### src/rtl/stap_pkg.sv
/*
 * Package for the SRAM boundary-scan test access port: controller
 * states, instruction codes, register widths and reset values.
 * Assumes nothing of its surroundings; imported by the pin sampler and controller, not the interface.
 */
package stap_pkg;

    // Controller states of the standard boundary-scan architecture
    typedef enum logic [3:0] {
        ST_RESET, ST_IDLE,
        ST_SEL_DR, ST_CAP_DR, ST_SH_DR, ST_EX1_DR, ST_PAU_DR, ST_EX2_DR, ST_UPD_DR,
        ST_SEL_IR, ST_CAP_IR, ST_SH_IR, ST_EX1_IR, ST_PAU_IR, ST_EX2_IR, ST_UPD_IR
    } stap_state_t;

    // Register widths
    localparam int          IR_W       = 3;
    localparam int          ID_W       = 32;
    localparam int          BSR_W      = 109;
    localparam int          OUT_EN_BIT = 108;

    // Instruction codes; the three codes not listed here are reserved
    localparam logic [2:0]  INS_EXTEST   = 3'h0;
    localparam logic [2:0]  INS_IDCODE   = 3'h1;
    localparam logic [2:0]  INS_SAMPLEZ  = 3'h2;
    localparam logic [2:0]  INS_PRELOAD  = 3'h4;
    localparam logic [2:0]  INS_BYPASS   = 3'h7;

    // Capture pattern of the instruction register's two low bits
    localparam logic [1:0]  IR_CAPTURE   = 2'h1;
    // Reset values
    localparam logic [2:0]  IR_RESET     = INS_IDCODE;
    localparam logic        BYP_RESET    = 1'h0;
    // Identification word; value is arbitrary, bit 0 set as the standard demands
    localparam logic [31:0] ID_WORD      = 32'h0a5c_3001;
    // Consecutive high mode-select edges that force a reset
    localparam int          RESET_EDGES  = 5;

endpackage

### src/rtl/stap_edge_if.sv
/*
 * Interface carrying the sampled test pins and the test-clock edge
 * strobes from the pin sampler to the controller.
 * Assumes one system clock for both ends.
 */
`timescale 1ns/1ps
interface stap_edge_if;
    logic tck_rise;   // One-cycle pulse on a rising test-clock edge
    logic tck_fall;   // One-cycle pulse on a falling test-clock edge
    logic tms;        // Synchronised mode select
    logic tdi;        // Synchronised serial data in

    modport src (output tck_rise, output tck_fall, output tms, output tdi);
    modport dst (input tck_rise, input tck_fall, input tms, input tdi);
endinterface

### src/rtl/stap_pin_sync.sv
/*
 * Two-flop synchronisers for the test pins and edge detection of the
 * test clock, producing strobes in the system clock domain.
 * Assumes the test clock is much slower than clk_i (64 ns vs 4 ns).
 */
`timescale 1ns/1ps
module stap_pin_sync
    import stap_pkg::*;
(
    // System
    input  wire logic  clk_i,
    input  wire logic  nrst_i,
    // Test pins
    input  wire logic  tck_i,
    input  wire logic  tms_i,
    input  wire logic  tdi_i,
    // Sampled pins and strobes
    stap_edge_if.src   edge_o
);
    logic [2:0] meta_reg;   // First stage, read by second stage only
    logic [2:0] sync_reg;
    logic       tck_last_reg;

    // Pins idle high (pull-ups) except the clock, which idles low
    always_ff @(posedge clk_i) begin
        if (!nrst_i) begin
            meta_reg     <= 3'h6;
            sync_reg     <= 3'h6;
            tck_last_reg <= 1'h0;
        end else begin
            meta_reg     <= {tms_i, tdi_i, tck_i};
            sync_reg     <= meta_reg;
            tck_last_reg <= sync_reg[0];
        end
    end

    // Edge strobes from the synchronised clock
    assign edge_o.tck_rise = sync_reg[0] & ~tck_last_reg;
    assign edge_o.tck_fall = ~sync_reg[0] & tck_last_reg;
    assign edge_o.tms      = sync_reg[2];
    assign edge_o.tdi      = sync_reg[1];
endmodule // stap_pin_sync

### src/rtl/stap_tap_ctrl.sv
/*
 * Boundary-scan test access port of a synchronous burst SRAM:
 * controller state machine, instruction, bypass, identification and
 * boundary registers, and the serial data output.
 * Assumes the test pins and the pin ring arrive asynchronously and are
 * sampled by clk_i, and that nrst_i stands for the power-up reset.
 */
// Contract
// - Follow the standard boundary-scan state machine, instructions and register behaviour.
// - Sample test inputs on rising test clock; change outputs on falling test clock.
// - Unconnected mode select and serial input read as logic high.
// - Exactly the register named by the instruction sits between input and output.
// - Serial data enters at the register's MSB and leaves from its LSB.
// - Drive serial output only in shift states; high impedance otherwise.
// - Five rising edges with mode select high return controller to reset.
// - Test port reset never affects memory reads or writes.
// - Controller resets itself at power-up so serial output starts high impedance.
// - Unused port with clock held low stays in reset, memory undisturbed.
// - No more than one scan register in the serial path at once.
// - Instruction register is three bits, loaded serially.
// - Instruction register shifts only in the instruction shift state.
// - Instruction register becomes the identification instruction at power-up and reset.
// - Instruction capture loads the two low instruction bits with 01.
// - Bypass register is one bit giving a one-stage delay.
// - Bypass instruction clears the bypass bit to zero.
// - New instruction takes effect only in the instruction update state.
// - Identification instruction captures a hardwired 32-bit word on data capture.
// - Boundary instructions capture the pin ring, then shift it serially.
`timescale 1ns/1ps
module stap_tap_ctrl
    import stap_pkg::*;
#(
    parameter int BSR_WIDTH = BSR_W
) (
    // System
    input  wire logic                  clk_i,
    input  wire logic                  nrst_i,
    // Test pins (tri-state output: enable low drives)
    input  wire logic                  tck_i,
    input  wire logic                  tms_i,
    input  wire logic                  tdi_i,
    output logic                       tdo_o,
    output logic                       tdo_oe_n_o,
    // Pin ring of the memory
    input  wire logic [BSR_WIDTH-1:0]  ring_i,
    output logic [BSR_WIDTH-1:0]       ring_o,
    output logic                       ring_drive_o,
    output logic                       qbus_hiz_o,
    // Current instruction, for observation
    output logic [IR_W-1:0]            instr_o
);
    stap_edge_if edge_bus ();

    stap_state_t            state_reg, state_next;
    logic [IR_W-1:0]        ir_shift_reg;        // scan_instruction shift stage
    logic [IR_W-1:0]        ir_reg;              // scan_instruction, current
    logic                   byp_reg;             // scan_bypass_bit
    logic [ID_W-1:0]        id_reg;
    logic [BSR_WIDTH-1:0]   bsr_reg;
    logic [BSR_WIDTH-1:0]   upd_reg;
    logic                   tdo_reg, tdo_oe_n_reg;
    logic [2:0]             tms_cnt_reg;         // Counts high mode-select edges
    logic [BSR_WIDTH-1:0]   ring_meta_reg;       // Pin ring, first sync stage
    logic [BSR_WIDTH-1:0]   ring_sync_reg;       // Pin ring, second sync stage

    // Synchronised pins; a floating pin pulls high at the pad, seen here as 1
    stap_pin_sync u_sync (
        .clk_i  (clk_i),
        .nrst_i (nrst_i),
        .tck_i  (tck_i),
        .tms_i  (tms_i),
        .tdi_i  (tdi_i),
        .edge_o (edge_bus)
    );

    wire rise = edge_bus.tck_rise;
    wire fall = edge_bus.tck_fall;
    wire tms  = edge_bus.tms;
    wire tdi  = edge_bus.tdi;

    // Instruction decode, used for data-path selection and pin control
    function automatic logic is_bsr(input logic [IR_W-1:0] ins);
        return ins == INS_EXTEST || ins == INS_SAMPLEZ || ins == INS_PRELOAD;
    endfunction
    function automatic logic is_id(input logic [IR_W-1:0] ins);
        return ins == INS_IDCODE;
    endfunction

    wire sel_bsr   = is_bsr(ir_reg);
    wire sel_id    = is_id(ir_reg);
    // Reserved codes fall back to bypass, keeping one register in the path
    wire sel_byp   = !sel_bsr && !sel_id;
    wire in_sh_dr  = state_reg == ST_SH_DR;
    wire in_sh_ir  = state_reg == ST_SH_IR;
    wire cnt_full  = tms_cnt_reg == 3'(RESET_EDGES - 1);
    // Serial bit presented by the single selected register, LSB first
    wire dr_lsb    = sel_bsr ? bsr_reg[0] : (sel_id ? id_reg[0] : byp_reg);
    wire serial_bit = in_sh_ir ? ir_shift_reg[0] : dr_lsb;

    // Standard controller transitions on mode select
    always_comb begin
        case (state_reg)
            ST_RESET:  state_next = tms ? ST_RESET  : ST_IDLE;
            ST_IDLE:   state_next = tms ? ST_SEL_DR : ST_IDLE;
            ST_SEL_DR: state_next = tms ? ST_SEL_IR : ST_CAP_DR;
            ST_CAP_DR: state_next = tms ? ST_EX1_DR : ST_SH_DR;
            ST_SH_DR:  state_next = tms ? ST_EX1_DR : ST_SH_DR;
            ST_EX1_DR: state_next = tms ? ST_UPD_DR : ST_PAU_DR;
            ST_PAU_DR: state_next = tms ? ST_EX2_DR : ST_PAU_DR;
            ST_EX2_DR: state_next = tms ? ST_UPD_DR : ST_SH_DR;
            ST_UPD_DR: state_next = tms ? ST_SEL_DR : ST_IDLE;
            ST_SEL_IR: state_next = tms ? ST_RESET  : ST_CAP_IR;
            ST_CAP_IR: state_next = tms ? ST_EX1_IR : ST_SH_IR;
            ST_SH_IR:  state_next = tms ? ST_EX1_IR : ST_SH_IR;
            ST_EX1_IR: state_next = tms ? ST_UPD_IR : ST_PAU_IR;
            ST_PAU_IR: state_next = tms ? ST_EX2_IR : ST_PAU_IR;
            ST_EX2_IR: state_next = tms ? ST_UPD_IR : ST_SH_IR;
            ST_UPD_IR: state_next = tms ? ST_SEL_DR : ST_IDLE;
            default:   state_next = ST_RESET;
        endcase
    end

    // State register; the explicit counter backs up the graph's own
    // five-edge path, so a forced reset holds from any state
    always_ff @(posedge clk_i) begin
        if (!nrst_i) begin
            state_reg   <= ST_RESET;
            tms_cnt_reg <= 3'h0;
        end else if (rise) begin
            tms_cnt_reg <= tms ? (cnt_full ? tms_cnt_reg : tms_cnt_reg + 3'h1) : 3'h0;
            if (tms && cnt_full)
                state_reg <= ST_RESET;
            else
                state_reg <= state_next;
        end
    end

    // Instruction register: capture and shift on the rising test-clock edge;
    // the current instruction moves on the falling edge in Update or Reset,
    // so a forced reset shows at the fall after the state change, half a test clock later
    always_ff @(posedge clk_i) begin
        if (!nrst_i) begin
            ir_shift_reg <= IR_RESET;
            ir_reg       <= IR_RESET;
        end else begin
            if (rise && state_reg == ST_CAP_IR)
                ir_shift_reg <= {ir_reg[IR_W-1], IR_CAPTURE};
            else if (rise && in_sh_ir)
                ir_shift_reg <= {tdi, ir_shift_reg[IR_W-1:1]};
            if (fall && state_reg == ST_RESET)
                ir_reg <= IR_RESET;
            else if (fall && state_reg == ST_UPD_IR)
                ir_reg <= ir_shift_reg;
        end
    end

    // Bypass bit: cleared on capture, one stage of delay in shift
    always_ff @(posedge clk_i) begin
        if (!nrst_i)
            byp_reg <= BYP_RESET;
        else if (rise && sel_byp) begin
            if (state_reg == ST_CAP_DR)
                byp_reg <= 1'h0;
            else if (in_sh_dr)
                byp_reg <= tdi;
        end
    end

    // Identification register: hardwired word captured, then shifted
    always_ff @(posedge clk_i) begin
        if (!nrst_i)
            id_reg <= ID_WORD;
        else if (rise && sel_id) begin
            if (state_reg == ST_CAP_DR)
                id_reg <= ID_WORD;
            else if (in_sh_dr)
                id_reg <= {tdi, id_reg[ID_W-1:1]};
        end
    end

    // Pin ring passes two flops; a bit moving at capture still lands clean
    always_ff @(posedge clk_i) begin
        if (!nrst_i) begin
            ring_meta_reg <= '0;
            ring_sync_reg <= '0;
        end else begin
            ring_meta_reg <= ring_i;
            ring_sync_reg <= ring_meta_reg;
        end
    end

    // Boundary register shifts on the rising edge; the update latch moves
    // on the falling edge, so the ring never changes in mid-shift
    always_ff @(posedge clk_i) begin
        if (!nrst_i) begin
            bsr_reg <= '0;
            upd_reg <= BSR_WIDTH'(1) << OUT_EN_BIT;   // Output-enable cell preset high
        end else begin
            if (rise && sel_bsr && state_reg == ST_CAP_DR)
                bsr_reg <= ring_sync_reg;
            else if (rise && sel_bsr && in_sh_dr)
                bsr_reg <= {tdi, bsr_reg[BSR_WIDTH-1:1]};
            if (fall && state_reg == ST_RESET)
                upd_reg[OUT_EN_BIT] <= 1'h1;
            else if (fall && sel_bsr && state_reg == ST_UPD_DR)
                upd_reg <= bsr_reg;
        end
    end

    // Serial output retimed to the falling test-clock edge; the driver
    // turns on only in shift states, so a quiet port floats the pin
    always_ff @(posedge clk_i) begin
        if (!nrst_i) begin
            tdo_reg      <= 1'h0;
            tdo_oe_n_reg <= 1'h1;
        end else if (fall) begin
            tdo_reg      <= serial_bit;
            tdo_oe_n_reg <= !(in_sh_dr || in_sh_ir);
        end
    end

    // Pin-ring controls; memory operation is never touched by a test
    // reset, only EXTEST and SAMPLE Z take over the pins
    always_ff @(posedge clk_i) begin
        if (!nrst_i) begin
            ring_o       <= '0;
            ring_drive_o <= 1'h0;
            qbus_hiz_o   <= 1'h0;
        end else begin
            ring_o       <= upd_reg;
            ring_drive_o <= ir_reg == INS_EXTEST;
            qbus_hiz_o   <= ir_reg == INS_SAMPLEZ ||
                            (ir_reg == INS_EXTEST && !upd_reg[OUT_EN_BIT]);
        end
    end

    assign tdo_o      = tdo_reg;
    assign tdo_oe_n_o = tdo_oe_n_reg;
    assign instr_o    = ir_reg;
endmodule // stap_tap_ctrl

### config.mk
export PLATFORM = sky130hd
export DESIGN_NAME = stap_tap_ctrl
export DESIGN_NICKNAME = d
export VERILOG_FILES = /design/src/rtl/stap_pkg.sv /design/src/rtl/stap_edge_if.sv /design/src/rtl/stap_pin_sync.sv /design/src/rtl/stap_tap_ctrl.sv
export SDC_FILE = /design/constraint.sdc
export NUM_CORES = 1
export LEC_CHECK = 0
export ABC_AREA = 1
export BUFFER_PORTS_ARGS = -buffer_cell sky130_fd_sc_hd__buf_2
export CORE_MARGIN = 3
export CORE_UTILIZATION = 30
export CTS_CLUSTER_SIZE = 30
export DETAILED_ROUTE_END_ITERATION = 16
export HOLD_SLACK_MARGIN = 0.03
export PLACE_DENSITY = 0.53
export RECOVER_POWER = 100
export SYNTH_ARGS = -nofsm -noshare
export SYNTH_HDL_FRONTEND = slang
export SYNTH_SLANG_ARGS = --single-unit
export TNS_END_PERCENT = 5
### constraint.sdc
create_clock -name clk_i -period 2.1 [get_ports clk_i]
set_input_delay 0.42 -clock clk_i [delete_from_list [all_inputs] [get_ports clk_i]]
set_output_delay 0.42 -clock clk_i [all_outputs]
set_load 0.01 [all_outputs]
# After elaboration in Yosys (flattened, before gate mapping)
# Cells that the tools add are included.
[op_classes] bitwise=6 addsub=1 magnitude_cmp=0 reduce_logical=36 n_mux=27 div=0 shift=0 n_eq_ne=20 n_mul=0
[op_table] cell="109-bit 2-to-1 mux" n=2
[op_table] cell="32-bit 2-to-1 mux" n=2
[op_table] cell="4-bit one-hot mux with 12 select lines" n=1
[op_table] cell="4-bit == test, second input constant" n=8
[op_table] cell="4-bit 2-to-1 mux" n=5
[op_table] cell="3-bit 2-to-1 mux" n=6
[op_table] cell="4-bit by 3-bit == test with 1-bit output, second input constant" n=4
[op_table] cell="1-bit logical AND" n=14
[op_table] cell="4-bit by 2-bit == test with 1-bit output, second input constant" n=2
[op_table] cell="1-bit 2-to-1 mux" n=8
[op_table] cell="2-bit AND reduction" n=4
[op_table] cell="2-bit OR reduction" n=4
[op_table] cell="3-bit == test, second input constant" n=2
[op_table] cell="2-bit 2-to-1 mux" n=3
[op_table] cell="2-bit nonzero test" n=3
[op_table] cell="4-bit by 1-bit == test with 1-bit output, second input constant" n=1
[op_table] cell="1-bit zero test" n=4
[op_table] cell="4-bit zero test" n=1
[op_table] cell="1-bit logical OR" n=4
[op_table] cell="1-bit NOT" n=4
[op_table] cell="3-bit by 1-bit adder with 3-bit output, second input constant" n=1
[op_table] cell="3-bit by 1-bit == test with 1-bit output, second input constant" n=1
[op_table] cell="3-bit by 2-bit == test with 1-bit output, second input constant" n=1
[op_table] cell="3-bit zero test" n=1
[op_table] cell="3 further kinds" n=4
[totals] in_bits=114 rom_bits=0 latch_bits=0 elab_cells=110 memories=0 ram_bits=0 output_inout_bits=116 reg_bits=602

# Logic depth before layout (Yosys ltp)
[logic_depth] depth_word=7 ltp_mapped=12 mapped_depth_nobuf=10

# By module
# Synthesis repeated with hierarchy kept, for this count alone.
[unflattened] hier_cells=2323 hier_area_um2=19536.2
[by_module_without_submodules] mod="stap_tap_ctrl" n_inst=1 cells_each=2298 seq_area_each_um2=11911.4 area_per_inst_um2=19328.5
[by_module_without_submodules] mod="stap_pin_sync" n_inst=1 cells_each=25 seq_area_each_um2=140.1 area_per_inst_um2=207.7

# Least setup slack after synthesis
# OpenSTA, ideal clock, no wires.
[synth_timing] path_type="flip-flop to flip-flop" from="reg ir_reg[2] (netlist: instr_o[2])" to="reg bsr_reg[105]" n_path_buf=2 stages_incl_launch_ff=12 setup_time_ns=0.109 arrival_time_ns=1.505 setup_slack_ns=0.486 required_ns=1.991 period_less_slack_ns=1.614 path_cell_list="dfxtp_1 inv_1 o21ai_1 nor2_1 nand2_1 inv_2 buf_4 buf_2 nand2_1 nand3_1 nand2_1 inv_1"
[synth_via] elab_chain_cells=6 word_cells_on_any_way=10 cone_classes="eq/ne (2); mux (1); reduce/logical (7)"
[synth_lines] item="from (decl)" line="stap_tap_ctrl.sv:56" rtl="logic [IR_W-1:0] ir_reg;"
[synth_lines] item="from (signal assigned)" line="stap_tap_ctrl.sv:153" rtl="ir_reg <= ir_shift_reg;"
[synth_lines] item="3-bit by 2-bit == test with 1-bit output / 3-bit zero test (equally long branches)" line="stap_tap_ctrl.sv:83" rtl="return ins == INS_EXTEST || ins == INS_SAMPLEZ || ins == INS_PRELOAD;"
[synth_lines] item="1-bit logical OR" line="stap_tap_ctrl.sv:83"
[synth_lines] item="1-bit logical OR *" line="stap_tap_ctrl.sv:83"
[synth_lines] item="1-bit logical AND *" line="stap_tap_ctrl.sv:199, stap_tap_ctrl.sv:201"
[synth_lines] item="1-bit logical AND, on equally long branches" line="stap_tap_ctrl.sv:199, stap_tap_ctrl.sv:201"
[synth_lines] item="109-bit 2-to-1 mux / 2-bit nonzero test (equally long branches)"
[synth_lines] item="to (signal assigned)" line="stap_tap_ctrl.sv:200" rtl="bsr_reg <= ring_sync_reg;"
[synth_lines] item="to (signal assigned)" line="stap_tap_ctrl.sv:202" rtl="bsr_reg <= {tdi, bsr_reg[BSR_WIDTH-1:1]};"
[synth_lines] item="to (decl)" line="stap_tap_ctrl.sv:59" rtl="logic [BSR_WIDTH-1:0] bsr_reg;"
# Every way passes the cells marked *; elsewhere a longest branch is shown, timed or not.
# A chain may end at the register's enable or synchronous reset.

# Worst setup path in the final report
[layout_timing] from="reg ir_reg[2] (netlist: instr_o[2])" to="reg upd_reg[17]"
[layout_via] elab_chain_cells=6 word_cells_on_any_way=8 cone_classes="eq/ne (2); reduce/logical (6)"
[layout_lines] item="3-bit by 2-bit == test with 1-bit output / 3-bit zero test (equally long branches)" line="stap_tap_ctrl.sv:83"
[layout_lines] item="1-bit logical OR" line="stap_tap_ctrl.sv:83"
[layout_lines] item="1-bit logical OR *" line="stap_tap_ctrl.sv:83"
[layout_lines] item="1-bit logical AND * (2 in series)" line="stap_tap_ctrl.sv:205" rtl="else if (fall && sel_bsr && state_reg == ST_UPD_DR)"
[layout_lines] item="2-bit AND reduction (no line) *"
[layout_lines] item="to (signal assigned)" line="stap_tap_ctrl.sv:197" rtl="upd_reg <= BSR_WIDTH'(1) << OUT_EN_BIT;"
[layout_lines] item="to (signal assigned)" line="stap_tap_ctrl.sv:206" rtl="upd_reg <= bsr_reg;"
[layout_lines] item="to (decl)" line="stap_tap_ctrl.sv:60" rtl="logic [BSR_WIDTH-1:0] upd_reg;"
# Marked as above.

==> flow_summary.toml <==
[run_status]
status = "completed"

[layout]
drive_gt1_share_pct = 9.05
final_cell_mix = "733 x nand2_1, 602 x dfxtp_1, 463 x inv_1"
synthToLayoutAreaGrowth_pct = 25.4
nNetsFinal = 3165
final_common_cell = "nand2_1"
diodes = 0

[critical_path]
worstPathMaxFanout = 33
endpoint_kind = "register"
slowest_stage = "dfxtp_1"
crit_path_start_kind = "register"
path_depth = 8
path_buf_inv = 4
required_ns = 2.62
cpLargestDelayFamily = "buffers and inverters"
path_cells = "inv_1, o21ai_1, buf_4, nor3_4, inv_4, buf_6, nor2_1, nor2_1"
critPathMaxStageDelay_ns = 0.37
worst-setup-path-type = "register to register"
crit_top_cell = "nor2_1"
rr_worst_depth = 8
critical_path_arrival_ns = 2.40

[min_path]
hold_depth = 3
hold_path.class = "input pin to register"

[clocking]
cts-root-buf = "clkbuf_16"
cts-buffers-inserted = 67
insertion_delay_ns = 0.59
cts_max_path_buffers = 3
h-tree-depth = 3
clock_sinks = 602
clk_pin_slew_ns = 0.06
cts_tree = "yes"

[timing]
fin_ws_ns = 0.215
fin_skew_ns = 0.0219
tightest_slew_ns = 1.07
setup-tns-final_ns = 0
finalHoldViolations = 0
drv_slew = 0
setup_viol = 0
grt_setup_unrepaired = "no"
fmax_ghz = 0.530
relSlewSlack_pct = 28.7
finalCritPeriodShare_pct = 89.8
period_minus_slack_ns = 1.89

[power_and_ir_drop]
p_per_area_nw_per_um2 = 942
power.leakage_nw = 13.7
ir_drop_mv = 0.423

[detailed_routing]
drcViolationCount = 0
drt_iter0_markers = 810
viasPerCell = 4.06
wl_per_cell_um = 12.0
vias = 16332
wl_mm = 48.3
first_pass_iters = 5
drtAntennaViolNets = 0

[logic_synthesis]
synth-seq-area-share_pct = 57.9
synth_flop_cell = "dfxtp_1"
syn-cell-area_um2 = 20800
synth_warnings = 0
synth_top_cell_by_area = "dfxtp_1"
syn_inst = 2759
synth_top_area_share_pct = 57.9
syn-num-nets = 2875
synth_edf_count = 0
ys_top_cells_by_area = "dfxtp_1 58%, nand2_1 13%, inv_1 8.3%"
synth.distinct_cells = 28
ys_async_sr_fraction_pct = 0
syn_avg_cell_area_um2 = 7.55
ys_ff_latch = 602

[placed_design]
place_ws_ns = 0.116
routabilityCongestion = 0.752
hpwl_mm = 30.3
port_buffers = 229

[floorplan]
start_util_pct = 30.6
io_pins = 230
num_rows = 95
die_width_um = 269
die_y_um = 269
dieArea_um2 = 72600
core_area_um2 = 68000

[global_route]
first_global_vias = 15852
grt_usage_pct = 13.3
grt_overflow = 0
grt_max_degree = 137
antenna_found_initial = 1
grt_pass1_wl_mm = 80.6

[flow_run]
cap_violations = 0
==> per-layer routing <==
metal | wire, um | GRT usage [%]
met2 | 20600 | 20.5
met3 | 2020 | 2.48
met4 | 1180 | 4.74
met1 | 24500 | 18.5
met5 | 0 | 0
==> through the flow <==
step / cell area, um^2 / total power (W) / cells / util, % / hold slack (ns)
after global routing: 26100 / 0.0256 / 4025 / 38.4 / 0.0446
after detailed placement: 22900 / 0.0125 / 3802 / 33.7 / 0.396
after CTS: 26300 / 0.0250 / 4024 / 38.6 / 0.0340
after floorplan: 20800 / 0.0122 / 2759 / - / 0.390
final: 26100 / 0.0246 / 4025 / 38.4 / 0.0601
after global placement: 22900 / 0.0125 / 3802 / 33.7 / 0.393
==> worst paths after layout <==
check	to	from	slack, ns
max	upd_reg[17]	instr_o[2]	0.21
min	ring_meta_reg[104]	ring_i[104]	0.06
max reg2reg	upd_reg[17]	instr_o[2]	0.21
min reg2reg	ring_sync_reg[89]	ring_meta_reg[89]	0.39
==> power by group <==
group	total [W]	switching, W	internal (W)
registers	0.0117	0.0000575	0.0116
logic	0.000642	0.000354	0.000289
clock network	0.0123	0.00477	0.00749
==> what timing repair did <==
item	in CTS	in global routing
setup endpoints to repair	0	42
buffers inserted	0	0
gates resized for setup	0	4
hold endpoints to repair	98	0
hold buffers	98	0
==> cell type report <==
| class | instances | area (um^2) |
|---|---|---|
| clock inverter | 29 | 385 |
| inverter | 471 | 1800 |
| tap | 921 | 1150 |
| multi-input combinational | 1540 | 6290 |
| timing repair buffer | 367 | 2440 |
| sequential | 602 | 12100 |
| clock buffer | 95 | 1980 |
| fill | 7214 | 41900 |
==> Yosys cell counts (all sizes together), types with 2 or more instances <==
library cell	n
buf	74
o21ai	133
nor3b	2
inv	470
dfxtp	602
nand3	151
or2	4
o211ai	3
nor2	458
nand2	736
a21oi	47
ha	2
clkbuf	72
==> worst register-to-register path, cell delays in order (launching register included) <==
cell and delay (ns):
dfxtp_1 0.37, inv_1 0.12, o21ai_1 0.25, buf_4 0.20, nor3_4 0.06, inv_4 0.26, buf_6 0.33, nor2_1 0.11
nor2_1 0.11
==> cells by family after synthesis <==
| group | Yosys count | synth area share [%] |
|---|---|---|
| AOI/OAI and AO/OA | 184 | 4.47 |
| and+or+nand+nor | 1354 | 25.6 |
| buffers and inverters | 617 | 12.0 |
| adders and majority gates | 2 | 0.120 |
| DFF | 602 | 57.9 |
No activity file was read; power rests on OpenSTA's default activity.
